File: src/common/ctr_pkg.sv
// Purpose: Shared constants and types for the counter/timer channel
// Assumes: 100 MHz system clock, 16 function lines, 8 trigger-bus lines
// Notes:   Register offsets are word-indexed byte addresses
package ctr_pkg;

  localparam int unsigned N_LINES   = 16;
  localparam int unsigned N_TRIG    = 8;
  localparam int unsigned N_CTR     = 4;
  localparam int unsigned CNT_W     = 32;
  localparam int unsigned ADDR_W    = 8;

  // Register map
  localparam logic [7:0] REG_CTRL     = 8'h00;
  localparam logic [7:0] REG_ROUTE    = 8'h04;
  localparam logic [7:0] REG_LOAD     = 8'h08;
  localparam logic [7:0] REG_PULSES   = 8'h0C;
  localparam logic [7:0] REG_COUNT    = 8'h10;
  localparam logic [7:0] REG_STATUS   = 8'h14;
  localparam logic [7:0] REG_LINE_OE  = 8'h18;
  localparam logic [7:0] REG_LINE_SEL = 8'h1C;
  localparam logic [7:0] REG_CMD      = 8'h20;

  // Control field positions
  localparam int unsigned CTRL_MODE_LO   = 0;   // 2 bits
  localparam int unsigned CTRL_DOWN      = 2;
  localparam int unsigned CTRL_TOGGLE    = 3;
  localparam int unsigned CTRL_OUT_POL   = 4;
  localparam int unsigned CTRL_PRE_LO    = 5;   // 2 bits
  localparam int unsigned CTRL_SYNC_LO   = 7;   // 2 bits
  localparam int unsigned CTRL_START_EN  = 9;
  localparam int unsigned CTRL_PAUSE_EN  = 10;
  localparam int unsigned CTRL_PAUSE_POL = 11;
  localparam int unsigned CTRL_RETRIG    = 12;
  localparam int unsigned CTRL_HWARM_EN  = 13;
  localparam int unsigned CTRL_CONT      = 14;
  localparam int unsigned CTRL_STAR      = 15;

  // Route field positions (5-bit selectors)
  localparam int unsigned RT_SRC_LO  = 0;
  localparam int unsigned RT_GATE_LO = 5;
  localparam int unsigned RT_ARM_LO  = 10;
  localparam int unsigned RT_AUX_LO  = 15;
  localparam int unsigned RT_SEL_W   = 5;

  // Selector codes: 0..15 lines, 16..23 trigger bus, then internal sources
  localparam logic [4:0] SEL_FAST  = 5'h18;
  localparam logic [4:0] SEL_MID   = 5'h19;
  localparam logic [4:0] SEL_SLOW  = 5'h1A;
  localparam logic [4:0] SEL_PEER  = 5'h1B;   // peer pulse output
  localparam logic [4:0] SEL_PEER_TC = 5'h1C; // peer terminal count

  // Output line selector codes (per line, 2 bits)
  localparam logic [1:0] OSEL_CTR  = 2'h0;
  localparam logic [1:0] OSEL_FREQ = 2'h1;

  // Default routes for channel 0: source/A 8, gate/Z 9, aux/B 10, output 12
  localparam logic [31:0] ROUTE_RST = 32'h0005_2528;
  localparam logic [31:0] CTRL_RST  = 32'h0000_0000;
  localparam logic [3:0]  OUT_LINE_DEF  = 4'hC;
  localparam logic [3:0]  FREQ_LINE_DEF = 4'hE;

  typedef enum logic [1:0] {PRE_OFF, PRE_DIV8, PRE_DIV2} prescale_t;
  typedef enum logic [1:0] {SYNC_FAST, SYNC_EXT_FAST, SYNC_SLOW} sync_mode_t;
  typedef enum logic [1:0] {MODE_EDGE, MODE_PULSE} app_mode_t;

  localparam logic [2:0] PRE8_TOP = 3'h7;
  localparam logic [2:0] PRE2_TOP = 3'h1;

  // Pipeline depth before a sampled input takes effect
  localparam int unsigned FAST_STAGES = 3;

  typedef struct packed {
    logic [ADDR_W-1:0] addr;
    logic [31:0]       wdata;
    logic              wr;
    logic              rd;
  } bus_req_t;

  typedef struct packed {
    logic [N_LINES-1:0] o;
    logic [N_LINES-1:0] oe;
  } line_drive_t;

endpackage : ctr_pkg

File: src/verilog/ctr_channel.sv
// Purpose: One 32-bit counter/timer channel with routing, triggering and prescaling
// Assumes: Source and line inputs are asynchronous to clk and are sampled here
// Notes:   Source edges are found by oversampling on clk
//          so source levels must each last longer than one clk period
//
// Functional notes
// - Pulse generation drives generated pulses on the pulse output signal.
// - Pulse output is available internally to peers and timing engines.
// - Pulse output selectable onto any function line or trigger-bus line or star.
// - All function lines are undriven after reset until enabled as outputs.
// - Frequency output selectable onto lines or star, and drives DI/DO sample clock.
// - Reset routing is source 8, gate 9, aux 10, output 12, freq 14; line selects reset to the counter output, so line 14 carries it too.
// - Every default route can be reprogrammed to another permitted line.
// - Nothing counts or generates until the counter is armed.
// - Arm by software command or by selected hardware arm source.
// - Arm combines with start and pause in output; acts as start in input.
// - Start trigger begins generation; continuous runs until software stops it.
// - Finite generation emits programmed pulse count; retrigger restarts it.
// - Configured start trigger comes from the gate input.
// - Pause in edge counting ignores edges at selectable pausing level.
// - Pause in continuous generation suspends output at pausing level.
// - Configured pause trigger comes from the gate input.
// - Peer pulse output and terminal count can feed gate for cascading.
// - Source prescaler divides by eight, two, or is off.
// - Prescaler count is not readable; up to seven edges may be missed.
// - Prescaler is bypassed when source is an internal timebase.
// - 32-bit up/down counter; inputs synchronised to source before use; the hardware arm input is edge-detected on clk instead.
// - Three synchroniser methods chosen by configuration; here SYNC_FAST and SYNC_EXT_FAST behave alike, giving two.
// - Fast methods sample on source rise and act on third rise, pipelined.
// - Slow method samples on delayed source, acts on next source rise.
// - Terminal count pulses or toggles the output, polarity selectable.
//
// Our own choices: the register offsets and the address-and-strobe port.
`timescale 1ns/100ps
`default_nettype none
module ctr_channel
  import ctr_pkg::*;
(
  // Clock and reset
  input  wire logic                 clk,
  input  wire logic                 rst_n,
  // Register port
  input  wire bus_req_t             bus_req,
  output logic [31:0]               rdata,
  // Timing inputs from pins
  input  wire logic [N_LINES-1:0]   line_in,
  input  wire logic [N_TRIG-1:0]    trig_in,
  input  wire logic                 fast_internal_timebase,
  input  wire logic                 mid_internal_timebase,
  input  wire logic                 slow_internal_timebase,
  // Peer channel signals, same clock
  input  wire logic                 peer_pulse,
  input  wire logic                 peer_tc,
  input  wire logic                 freq_gen_output,
  // Outputs
  output line_drive_t               line_drv,
  output logic [N_TRIG-1:0]         trig_out,
  output logic [N_TRIG-1:0]         trig_oe,
  output logic                      star_out,
  output logic                      counter_pulse_output,
  output logic                      terminal_count,
  output logic                      sample_clk_out,
  output logic                      armed
);

  // Reset release
  logic rst_s1_q;
  logic rst_q;
  always_ff @(posedge clk or negedge rst_n)
  begin
    if (!rst_n)
    begin
      rst_s1_q <= 1'b0;
      rst_q    <= 1'b0;
    end
    else
    begin
      rst_s1_q <= 1'b1;
      rst_q    <= rst_s1_q;
    end
  end

  // Two-flop input synchronisers
  localparam int unsigned IN_W = N_LINES + N_TRIG + 3;
  logic [IN_W-1:0] in_s1_q;
  logic [IN_W-1:0] in_s2_q;
  always_ff @(posedge clk or negedge rst_q)
  begin
    if (!rst_q)
    begin
      in_s1_q <= '0;
      in_s2_q <= '0;
    end
    else
    begin
      in_s1_q <= {slow_internal_timebase, mid_internal_timebase, fast_internal_timebase, trig_in, line_in};
      in_s2_q <= in_s1_q;
    end
  end

  // Configuration registers
  logic [31:0] ctrl_q;
  logic [31:0] route_q;
  logic [31:0] load_q;
  logic [31:0] pulses_q;
  logic [N_LINES-1:0] line_oe_q;
  logic [31:0] line_sel_q;
  logic [N_TRIG-1:0]  trig_oe_q;

  wire app_mode_t  mode      = app_mode_t'(ctrl_q[CTRL_MODE_LO +: 2]);
  wire prescale_t  pre_cfg   = prescale_t'(ctrl_q[CTRL_PRE_LO +: 2]);
  wire sync_mode_t sync_cfg  = sync_mode_t'(ctrl_q[CTRL_SYNC_LO +: 2]);
  wire logic [4:0] src_sel   = route_q[RT_SRC_LO +: RT_SEL_W];
  wire logic [4:0] gate_sel  = route_q[RT_GATE_LO +: RT_SEL_W];
  wire logic [4:0] arm_sel   = route_q[RT_ARM_LO +: RT_SEL_W];

  // Input selection over synchronised inputs
  function automatic logic pick(input logic [4:0] sel, input logic [IN_W-1:0] v,
                                input logic pp, input logic pt);
    logic r;
    r = 1'b0;
    if (sel < SEL_FAST)
      r = v[sel];
    else if (sel == SEL_FAST)
      r = v[N_LINES+N_TRIG];
    else if (sel == SEL_MID)
      r = v[N_LINES+N_TRIG+1];
    else if (sel == SEL_SLOW)
      r = v[N_LINES+N_TRIG+2];
    else if (sel == SEL_PEER)
      r = pp;
    else if (sel == SEL_PEER_TC)
      r = pt;
    return r;
  endfunction : pick

  wire logic src_lvl  = pick(src_sel, in_s2_q, peer_pulse, peer_tc);
  wire logic gate_raw = pick(gate_sel, in_s2_q, peer_pulse, peer_tc);
  wire logic arm_raw  = pick(arm_sel, in_s2_q, peer_pulse, peer_tc);

  // Source edge detect
  logic src_prev_q;
  logic src_prev2_q;
  wire logic src_rise   = src_lvl & ~src_prev_q;
  wire logic dly_rise   = src_prev_q & ~src_prev2_q;
  wire logic internal_src = (src_sel >= SEL_FAST) && (src_sel <= SEL_SLOW);

  // Gate sampling per sync method
  // Slow method samples one clk after the rise, standing in for a delayed source
  logic [FAST_STAGES-1:0] gpipe_q;
  logic gate_slow_q;
  wire logic fast_sync = (sync_cfg != SYNC_SLOW);
  wire logic gate_eff  = fast_sync ? gpipe_q[FAST_STAGES-1] : gate_slow_q;

  // Prescaler
  // Phase is never read back, so a prescaled count may lag the source
  logic [2:0] pre_q;
  wire logic pre_on   = (pre_cfg != PRE_OFF) && !internal_src;
  wire logic [2:0] pre_top = (pre_cfg == PRE_DIV8) ? PRE8_TOP : PRE2_TOP;
  wire logic tick = src_rise && (!pre_on || pre_q == pre_top);

  // Arm and trigger state
  logic arm_prev_q;
  logic armed_q;
  logic running_q;
  logic gate_prev_q;
  logic [31:0] cnt_q;
  logic [31:0] done_q;
  logic pulse_q;
  logic tc_q;

  wire logic cmd_wr  = bus_req.wr && bus_req.addr == REG_CMD;
  wire logic sw_arm  = cmd_wr && bus_req.wdata[0];
  wire logic sw_stop = cmd_wr && bus_req.wdata[1];
  wire logic hardware_arm_input  = ctrl_q[CTRL_HWARM_EN] && arm_raw && !arm_prev_q;
  wire logic arm_now = sw_arm || hardware_arm_input;
  // One-clock edge; a held level would reload the count every clock
  wire logic start_edge = gate_eff && !gate_prev_q;
  wire logic paused  = ctrl_q[CTRL_PAUSE_EN] &&
                       (gate_eff == ctrl_q[CTRL_PAUSE_POL]);
  wire logic is_gen  = (mode == MODE_PULSE);
  wire logic start_ok = !ctrl_q[CTRL_START_EN] || start_edge;
  wire logic retrig  = is_gen && ctrl_q[CTRL_RETRIG] && armed_q && start_edge;
  wire logic do_count = armed_q && running_q && tick && !paused;
  wire logic at_tc   = ctrl_q[CTRL_DOWN] ? (cnt_q == 32'h0000_0000) : (cnt_q == 32'hFFFF_FFFF);
  wire logic tc_ev   = do_count && (is_gen ? (cnt_q == 32'h0000_0000) : at_tc);
  wire logic fin_done = is_gen && !ctrl_q[CTRL_CONT] && tc_ev &&
                        (done_q + 32'h0000_0001 >= pulses_q);

  always_ff @(posedge clk or negedge rst_q)
  begin
    if (!rst_q)
    begin
      src_prev_q  <= 1'b0;
      src_prev2_q <= 1'b0;
      gpipe_q     <= '0;
      gate_slow_q <= 1'b0;
      pre_q       <= 3'h0;
      arm_prev_q  <= 1'b0;
      gate_prev_q <= 1'b0;
    end
    else
    begin
      src_prev_q  <= src_lvl;
      src_prev2_q <= src_prev_q;
      arm_prev_q  <= arm_raw;
      gate_prev_q <= gate_eff;
      if (src_rise)
      begin
        gpipe_q     <= {gpipe_q[FAST_STAGES-2:0], gate_raw};
      end
      if (dly_rise)
        gate_slow_q <= gate_raw;
      if (arm_now)
        pre_q <= 3'h0;
      else if (src_rise && pre_on)
        pre_q <= (pre_q == pre_top) ? 3'h0 : pre_q + 3'h1;
    end
  end

  // Arm, run and main counter
  always_ff @(posedge clk or negedge rst_q)
  begin
    if (!rst_q)
    begin
      armed_q   <= 1'b0;
      running_q <= 1'b0;
      cnt_q     <= 32'h0000_0000;
      done_q    <= 32'h0000_0000;
      pulse_q   <= 1'b0;
      tc_q      <= 1'b0;
    end
    else
    begin
      tc_q <= tc_ev;
      if (sw_stop || (fin_done && !ctrl_q[CTRL_RETRIG]))
      begin
        armed_q   <= 1'b0;
        running_q <= 1'b0;
      end
      // Retriggerable finite run stays armed for the next start
      else if (fin_done)
        running_q <= 1'b0;
      else if (arm_now)
      begin
        armed_q   <= 1'b1;
        running_q <= !is_gen || !ctrl_q[CTRL_START_EN];
        cnt_q     <= load_q;
        done_q    <= 32'h0000_0000;
      end
      else if (armed_q && !running_q && start_ok)
      begin
        running_q <= 1'b1;
        cnt_q     <= load_q;
        done_q    <= 32'h0000_0000;
      end
      else if (retrig)
      begin
        cnt_q  <= load_q;
        done_q <= 32'h0000_0000;
      end
      else if (do_count)
      begin
        if (is_gen && cnt_q == 32'h0000_0000)
        begin
          cnt_q  <= load_q;
          done_q <= done_q + 32'h0000_0001;
        end
        else if (ctrl_q[CTRL_DOWN] || is_gen)
          cnt_q <= cnt_q - 32'h0000_0001;
        else
          cnt_q <= cnt_q + 32'h0000_0001;
      end
      if (arm_now)
        pulse_q <= 1'b0;
      else if (tc_ev && ctrl_q[CTRL_TOGGLE])
        pulse_q <= ~pulse_q;
      else if (!ctrl_q[CTRL_TOGGLE])
        pulse_q <= tc_ev;
    end
  end

  wire logic ctr_out = pulse_q ^ ctrl_q[CTRL_OUT_POL];
  wire logic star_freq = ctrl_q[CTRL_STAR];

  // Register writes
  always_ff @(posedge clk or negedge rst_q)
  begin
    if (!rst_q)
    begin
      ctrl_q     <= CTRL_RST;
      route_q    <= ROUTE_RST;
      load_q     <= 32'h0000_0000;
      pulses_q   <= 32'h0000_0001;
      line_oe_q  <= '0;
      line_sel_q <= {8'h00, 8'h00, 8'h00, 8'h00};
      trig_oe_q  <= '0;
    end
    else if (bus_req.wr)
    begin
      case (bus_req.addr)
        REG_CTRL:     ctrl_q     <= bus_req.wdata;
        REG_ROUTE:    route_q    <= bus_req.wdata;
        REG_LOAD:     load_q     <= bus_req.wdata;
        REG_PULSES:   pulses_q   <= bus_req.wdata;
        REG_LINE_OE:  {trig_oe_q, line_oe_q} <= bus_req.wdata[N_TRIG+N_LINES-1:0];
        REG_LINE_SEL: line_sel_q <= bus_req.wdata;
        default:      ;
      endcase
    end
  end

  // Per-line output source: bit pair selects counter or frequency output
  logic [N_LINES-1:0] line_val;
  genvar gi;
  generate
    for (gi = 0; gi < N_LINES; gi++)
    begin : g_line
      wire logic [1:0] osel = line_sel_q[2*gi +: 2];
      assign line_val[gi] = (osel == OSEL_FREQ) ? freq_gen_output : ctr_out;
    end
  endgenerate

  // Read mux
  logic [31:0] rd_mux;
  always_comb
  begin
    case (bus_req.addr)
      REG_CTRL:     rd_mux = ctrl_q;
      REG_ROUTE:    rd_mux = route_q;
      REG_LOAD:     rd_mux = load_q;
      REG_PULSES:   rd_mux = pulses_q;
      REG_COUNT:    rd_mux = cnt_q;
      REG_STATUS:   rd_mux = {29'h0, running_q, armed_q, pulse_q};
      REG_LINE_OE:  rd_mux = {8'h00, trig_oe_q, line_oe_q};
      REG_LINE_SEL: rd_mux = line_sel_q;
      default:      rd_mux = 32'h0000_0000;
    endcase
  end

  // Registered outputs
  always_ff @(posedge clk or negedge rst_q)
  begin
    if (!rst_q)
    begin
      rdata                <= 32'h0000_0000;
      line_drv             <= '0;
      trig_out             <= '0;
      trig_oe              <= '0;
      star_out             <= 1'b0;
      counter_pulse_output <= 1'b0;
      terminal_count       <= 1'b0;
      sample_clk_out       <= 1'b0;
      armed                <= 1'b0;
    end
    else
    begin
      rdata                <= bus_req.rd ? rd_mux : 32'h0000_0000;
      line_drv.o           <= line_val;
      line_drv.oe          <= line_oe_q;
      trig_out             <= {N_TRIG{ctr_out}};
      trig_oe              <= trig_oe_q;
      star_out             <= star_freq ? freq_gen_output : ctr_out;
      counter_pulse_output <= ctr_out;
      terminal_count       <= tc_q;
      sample_clk_out       <= freq_gen_output;
      armed                <= armed_q;
    end
  end

endmodule : ctr_channel
`default_nettype wire

File: config.mk
export PLATFORM = sky130hd
export DESIGN_NAME = ctr_channel
export DESIGN_NICKNAME = d
export VERILOG_FILES = /design/src/common/ctr_pkg.sv /design/src/verilog/ctr_channel.sv
export SDC_FILE = /design/constraint.sdc
export NUM_CORES = 1
export LEC_CHECK = 0
export BUFFER_PORTS_ARGS = -buffer_cell sky130_fd_sc_hd__buf_2
export CAP_MARGIN = 30
export CORE_ASPECT_RATIO = 0.6
export CORE_MARGIN = 3
export CORE_UTILIZATION = 40
export DETAILED_ROUTE_END_ITERATION = 10
export PLACE_DENSITY = 0.7
export SYNTH_ARGS = -nofsm -noshare
export SYNTH_HDL_FRONTEND = slang
export SYNTH_SLANG_ARGS = --single-unit
File: constraint.sdc
create_clock -name clk -period 11 [get_ports clk]
set_input_delay 2.2 -clock clk [delete_from_list [all_inputs] [get_ports clk]]
set_output_delay 2.2 -clock clk [all_outputs]
set_load 0.05 [all_outputs]
==> qor.yml <==
routing:
  drtAntennaViolNets: 0
  drt_iter0_drc: 1562
  wl_per_cell_um: 23.0
  drc: 0
  dr.pass1.iters: 6
  num_vias: 14200
  routed_via_density: 5.90
  finalWirelength_um: 55300
timing:
  finalWorstSetupSlack_ns: 5.65
  slew_violations: 0
  hold_viol: 0
  min_period_over_period: 0.486
  rsz0062_at_grt: "no"
  max_freq_mhz: 187
  setup_violations: 0
  worst_clock_skew_ns: 0.0282
  slew-limit-headroom: 0.245
  tightest_slew_ns: 1.13
  fin_crit_ns: 5.35
  finalSetupTns_ns: 0
worst_setup_path:
  r2r_slack_ns: 5.65
  r2r-start: "done_q[0]"
  worstPathCellList: "ha_1, nand4_1, nor3_1, nand2_1, nor2_1, nand3_1, nor2_1, xor2_1, ha_1, nand4_1, nor4_1, nand3_1, o211ai_1, a21oi_1, or4b_1, and3_1, and2_1, o21ai_1, o31ai_1"
  cp.arrival_ns: 5.76
  crit_path_end_kind: "flop"
  path_buf_inv: 0
  path_max_fanout: 24
  worst_path_largest_cell_delay_ns: 0.65
  reg2reg_depth: 19
  critPathLaunchType: "flop"
  required_ns: 11.42
  cp_top_family: "simple AND/OR/NAND/NOR gates"
  slowest_stage: "or4b_1"
  critPathKind: "flop to flop"
  r2r-end: "done_q[29]"
yosys:
  synthFlopType: "dfrtp_1"
  synth_nets: 1746
  postSynthCellCount: 1607
  synth.top_cell.area_share: 0.512
  ys_async_sr_fraction: 1.00
  synth.most_common_cell: "dfrtp_1"
  synth.largest_area_cell: "dfrtp_1"
  netlist_area_um2: 19000
  yosys-top-cells-count: "dfrtp_1, mux2_2, nor2_1"
  ys_warn_count: 0
  synth_edf_count: 0
  yosys.cell_types.count: 67
  seq_area_frac_synth: 0.523
  ys_ff_latch: 396
  synth_area_per_cell_um2: 11.8
  synthTopCellsByArea: "dfrtp_1, mux2_2, ha_1"
flow_run:
  max_cap_viol_count: 0
pwr:
  intPower_mw: 2.73
  power_mw: 3.97
  net-switching-power_mw: 1.24
  leakage_nw: 10.3
  netSwitchingFraction: 0.313
  combPwrFrac: 0.206
  p_seq_frac: 0.443
  ir_worst_vdd_mv: 0.106
  powerDensity_nw_per_um2: 182
  p_clk_frac: 0.351
cells_and_area:
  nNetsFinal: 1885
  seqCellArea_um2: 9920
  utilization: 0.468
  multi_input_area_um2: 8520
  area_growth_pct: 14.9
  layout-drive-gt1-share: 0.278
  num_antenna_cells: 0
  num-fill-cells: 4182
run_status:
  status: "completed"
clock_tree:
  clk_pin_slew_worst_paths_ns: 0.06
  htree_levels: 2
  cts_hold_buf: 0
  tritoncts: "built"
  clockBufferDepth: 3
  cts-resized-gates: 0
  clock-sinks: 396
  cts_root_buf: "clkbuf_16"
  post_cts_buffers: 0
  clock_latency_ns: 0.55
  cts_buffers: 40
place:
  dp_hpwl_um: 39300
  dp_slack_ns: 5.67
  place.gp.congestion: 0.915
  io_buffers: 158
global_routing:
  antenna_found_initial: 1
  overflow: 0
  grt_usage: 0.219
  grt_pass1_vias: 14100
  grt_pass1_wl_um: 84800
  grt_max_degree: 194
die:
  initial_core_util: 0.408
  rows: 61
  coreArea_um2: 46600
  fp.dieH_um: 175
  dieArea_um2: 50200
  die_width_um: 287
  pin_count: 159
min_path:
  worstHoldPathType: "flop to asynchronous set/reset pin"
==> worst reg2reg max path: cells and delay by family, from the launching register on <==
family | cells | cell delay [ns]
fa+ha+maj | 2 | 0.60
simple gates | 12 | 3.46
xor+xnor | 1 | 0.11
flops | 1 | 0.44
compound gates | 4 | 0.61
==> placed cells by master (no fill, tap or decap), types with 24 or more instances in the layout <==
| cell type | synthesis | final |
|---|---|---|
| a21oi_1 | 76 | 76 |
| a22oi_1 | 73 | 73 |
| a31oi_1 | 43 | 43 |
| buf_2 | 6 | 158 |
| clkbuf_16 | 0 | 40 |
| dfrtp_1 | 388 | 387 |
| ha_1 | 64 | 64 |
| inv_1 | 51 | 51 |
| mux2_2 | 207 | 207 |
| nand2_1 | 74 | 74 |
| nand2b_1 | 27 | 27 |
| nand3_1 | 32 | 32 |
| nand4_1 | 25 | 25 |
| nor2_1 | 104 | 97 |
| o21ai_0 | 47 | 47 |
| xnor2_1 | 33 | 33 |
| xor2_1 | 24 | 24 |
==> cells by family (layout without fill, tap and decap cells) <==
| family | count (synthesis) | count (layout) | synth area share |
|---|---|---|---|
| fa+ha+maj | 65 | 65 | 0.0433 |
| compound gates | 369 | 369 | 0.134 |
| mux | 247 | 247 | 0.158 |
| xor+xnor | 57 | 57 | 0.0263 |
| flops | 396 | 396 | 0.523 |
| other cells | 1 | 1 | 0.000198 |
| simple gates | 337 | 337 | 0.0866 |
| buf+inv | 135 | 303 | 0.0295 |
==> through the flow <==
stage	hold slack [ns]	instances	cell area (um^2)
finish	0.308	2405	21800
detailed placement	0.331	2334	20500
floorplan	0.331	1607	19000
global route	0.348	2405	21800
CTS	0.321	2405	21800
global placement	0.328	2331	20400
==> layout make-up <==
type,count,share of cell area
Clock inverter,17,0.00947
Sequential cell,396,0.455
Multi-Input combinational cell,1076,0.391
Timing Repair Buffer,181,0.0475
Inverter,51,0.00878
Clock buffer,54,0.0520
Tap cell,630,0.0362
==> how the worst max path moves through the flow <==
stage	to	startpoint	slack, ns	cells past startpoint
after floorplan	arm_prev_q	rst_q	4.55	0
after global routing	done_q[29]	done_q[0]	5.25	19
after detailed placement	cnt_q[31]	bus_req[37]	5.67	8
final	done_q[29]	done_q[0]	5.65	19
after CTS	done_q[29]	done_q[0]	5.71	19
after global placement	cnt_q[31]	bus_req[37]	5.75	8
==> routing by layer <==
| metal | part of all wire | global-route usage | up-vias |
|---|---|---|---|
| li1 | - | - | 6249 |
| met4 | 0.021 | 0.0508 | 4 |
| met3 | 0.11 | 0.0717 | 92 |
| met2 | 0.43 | 0.325 | 624 |
| met5 | 0.0022 | 0.0163 | - |
| met1 | 0.44 | 0.311 | 7222 |
==> flip-flops by register name, indices dropped and copies added (netlist names), 3 cells and up <==
name        count
cnt_q          32
ctrl_q         32
done_q         32
gpipe_q         3
in_s1_q        27
in_s2_q        27
line_drv       32
line_oe_q      16
line_sel_q     32
load_q         32
pre_q           3
pulses_q       32
rdata          32
route_q        32
trig_oe         8
trig_oe_q       8
==> power groups by stage <==
stage          registers (mW)  clock network (mW)  logic (mW)
2_1_floorplan            1.75                   0       0.564
3_3_place_gp             1.77                   0       0.771
3_5_place_dp             1.78                   0       0.797
4_1_cts                  1.75                1.42       0.805
5_1_grt                  1.77                1.48       0.899
6_report                 1.76                1.40       0.818
Note: power is estimated with default switching activity, not from simulation.
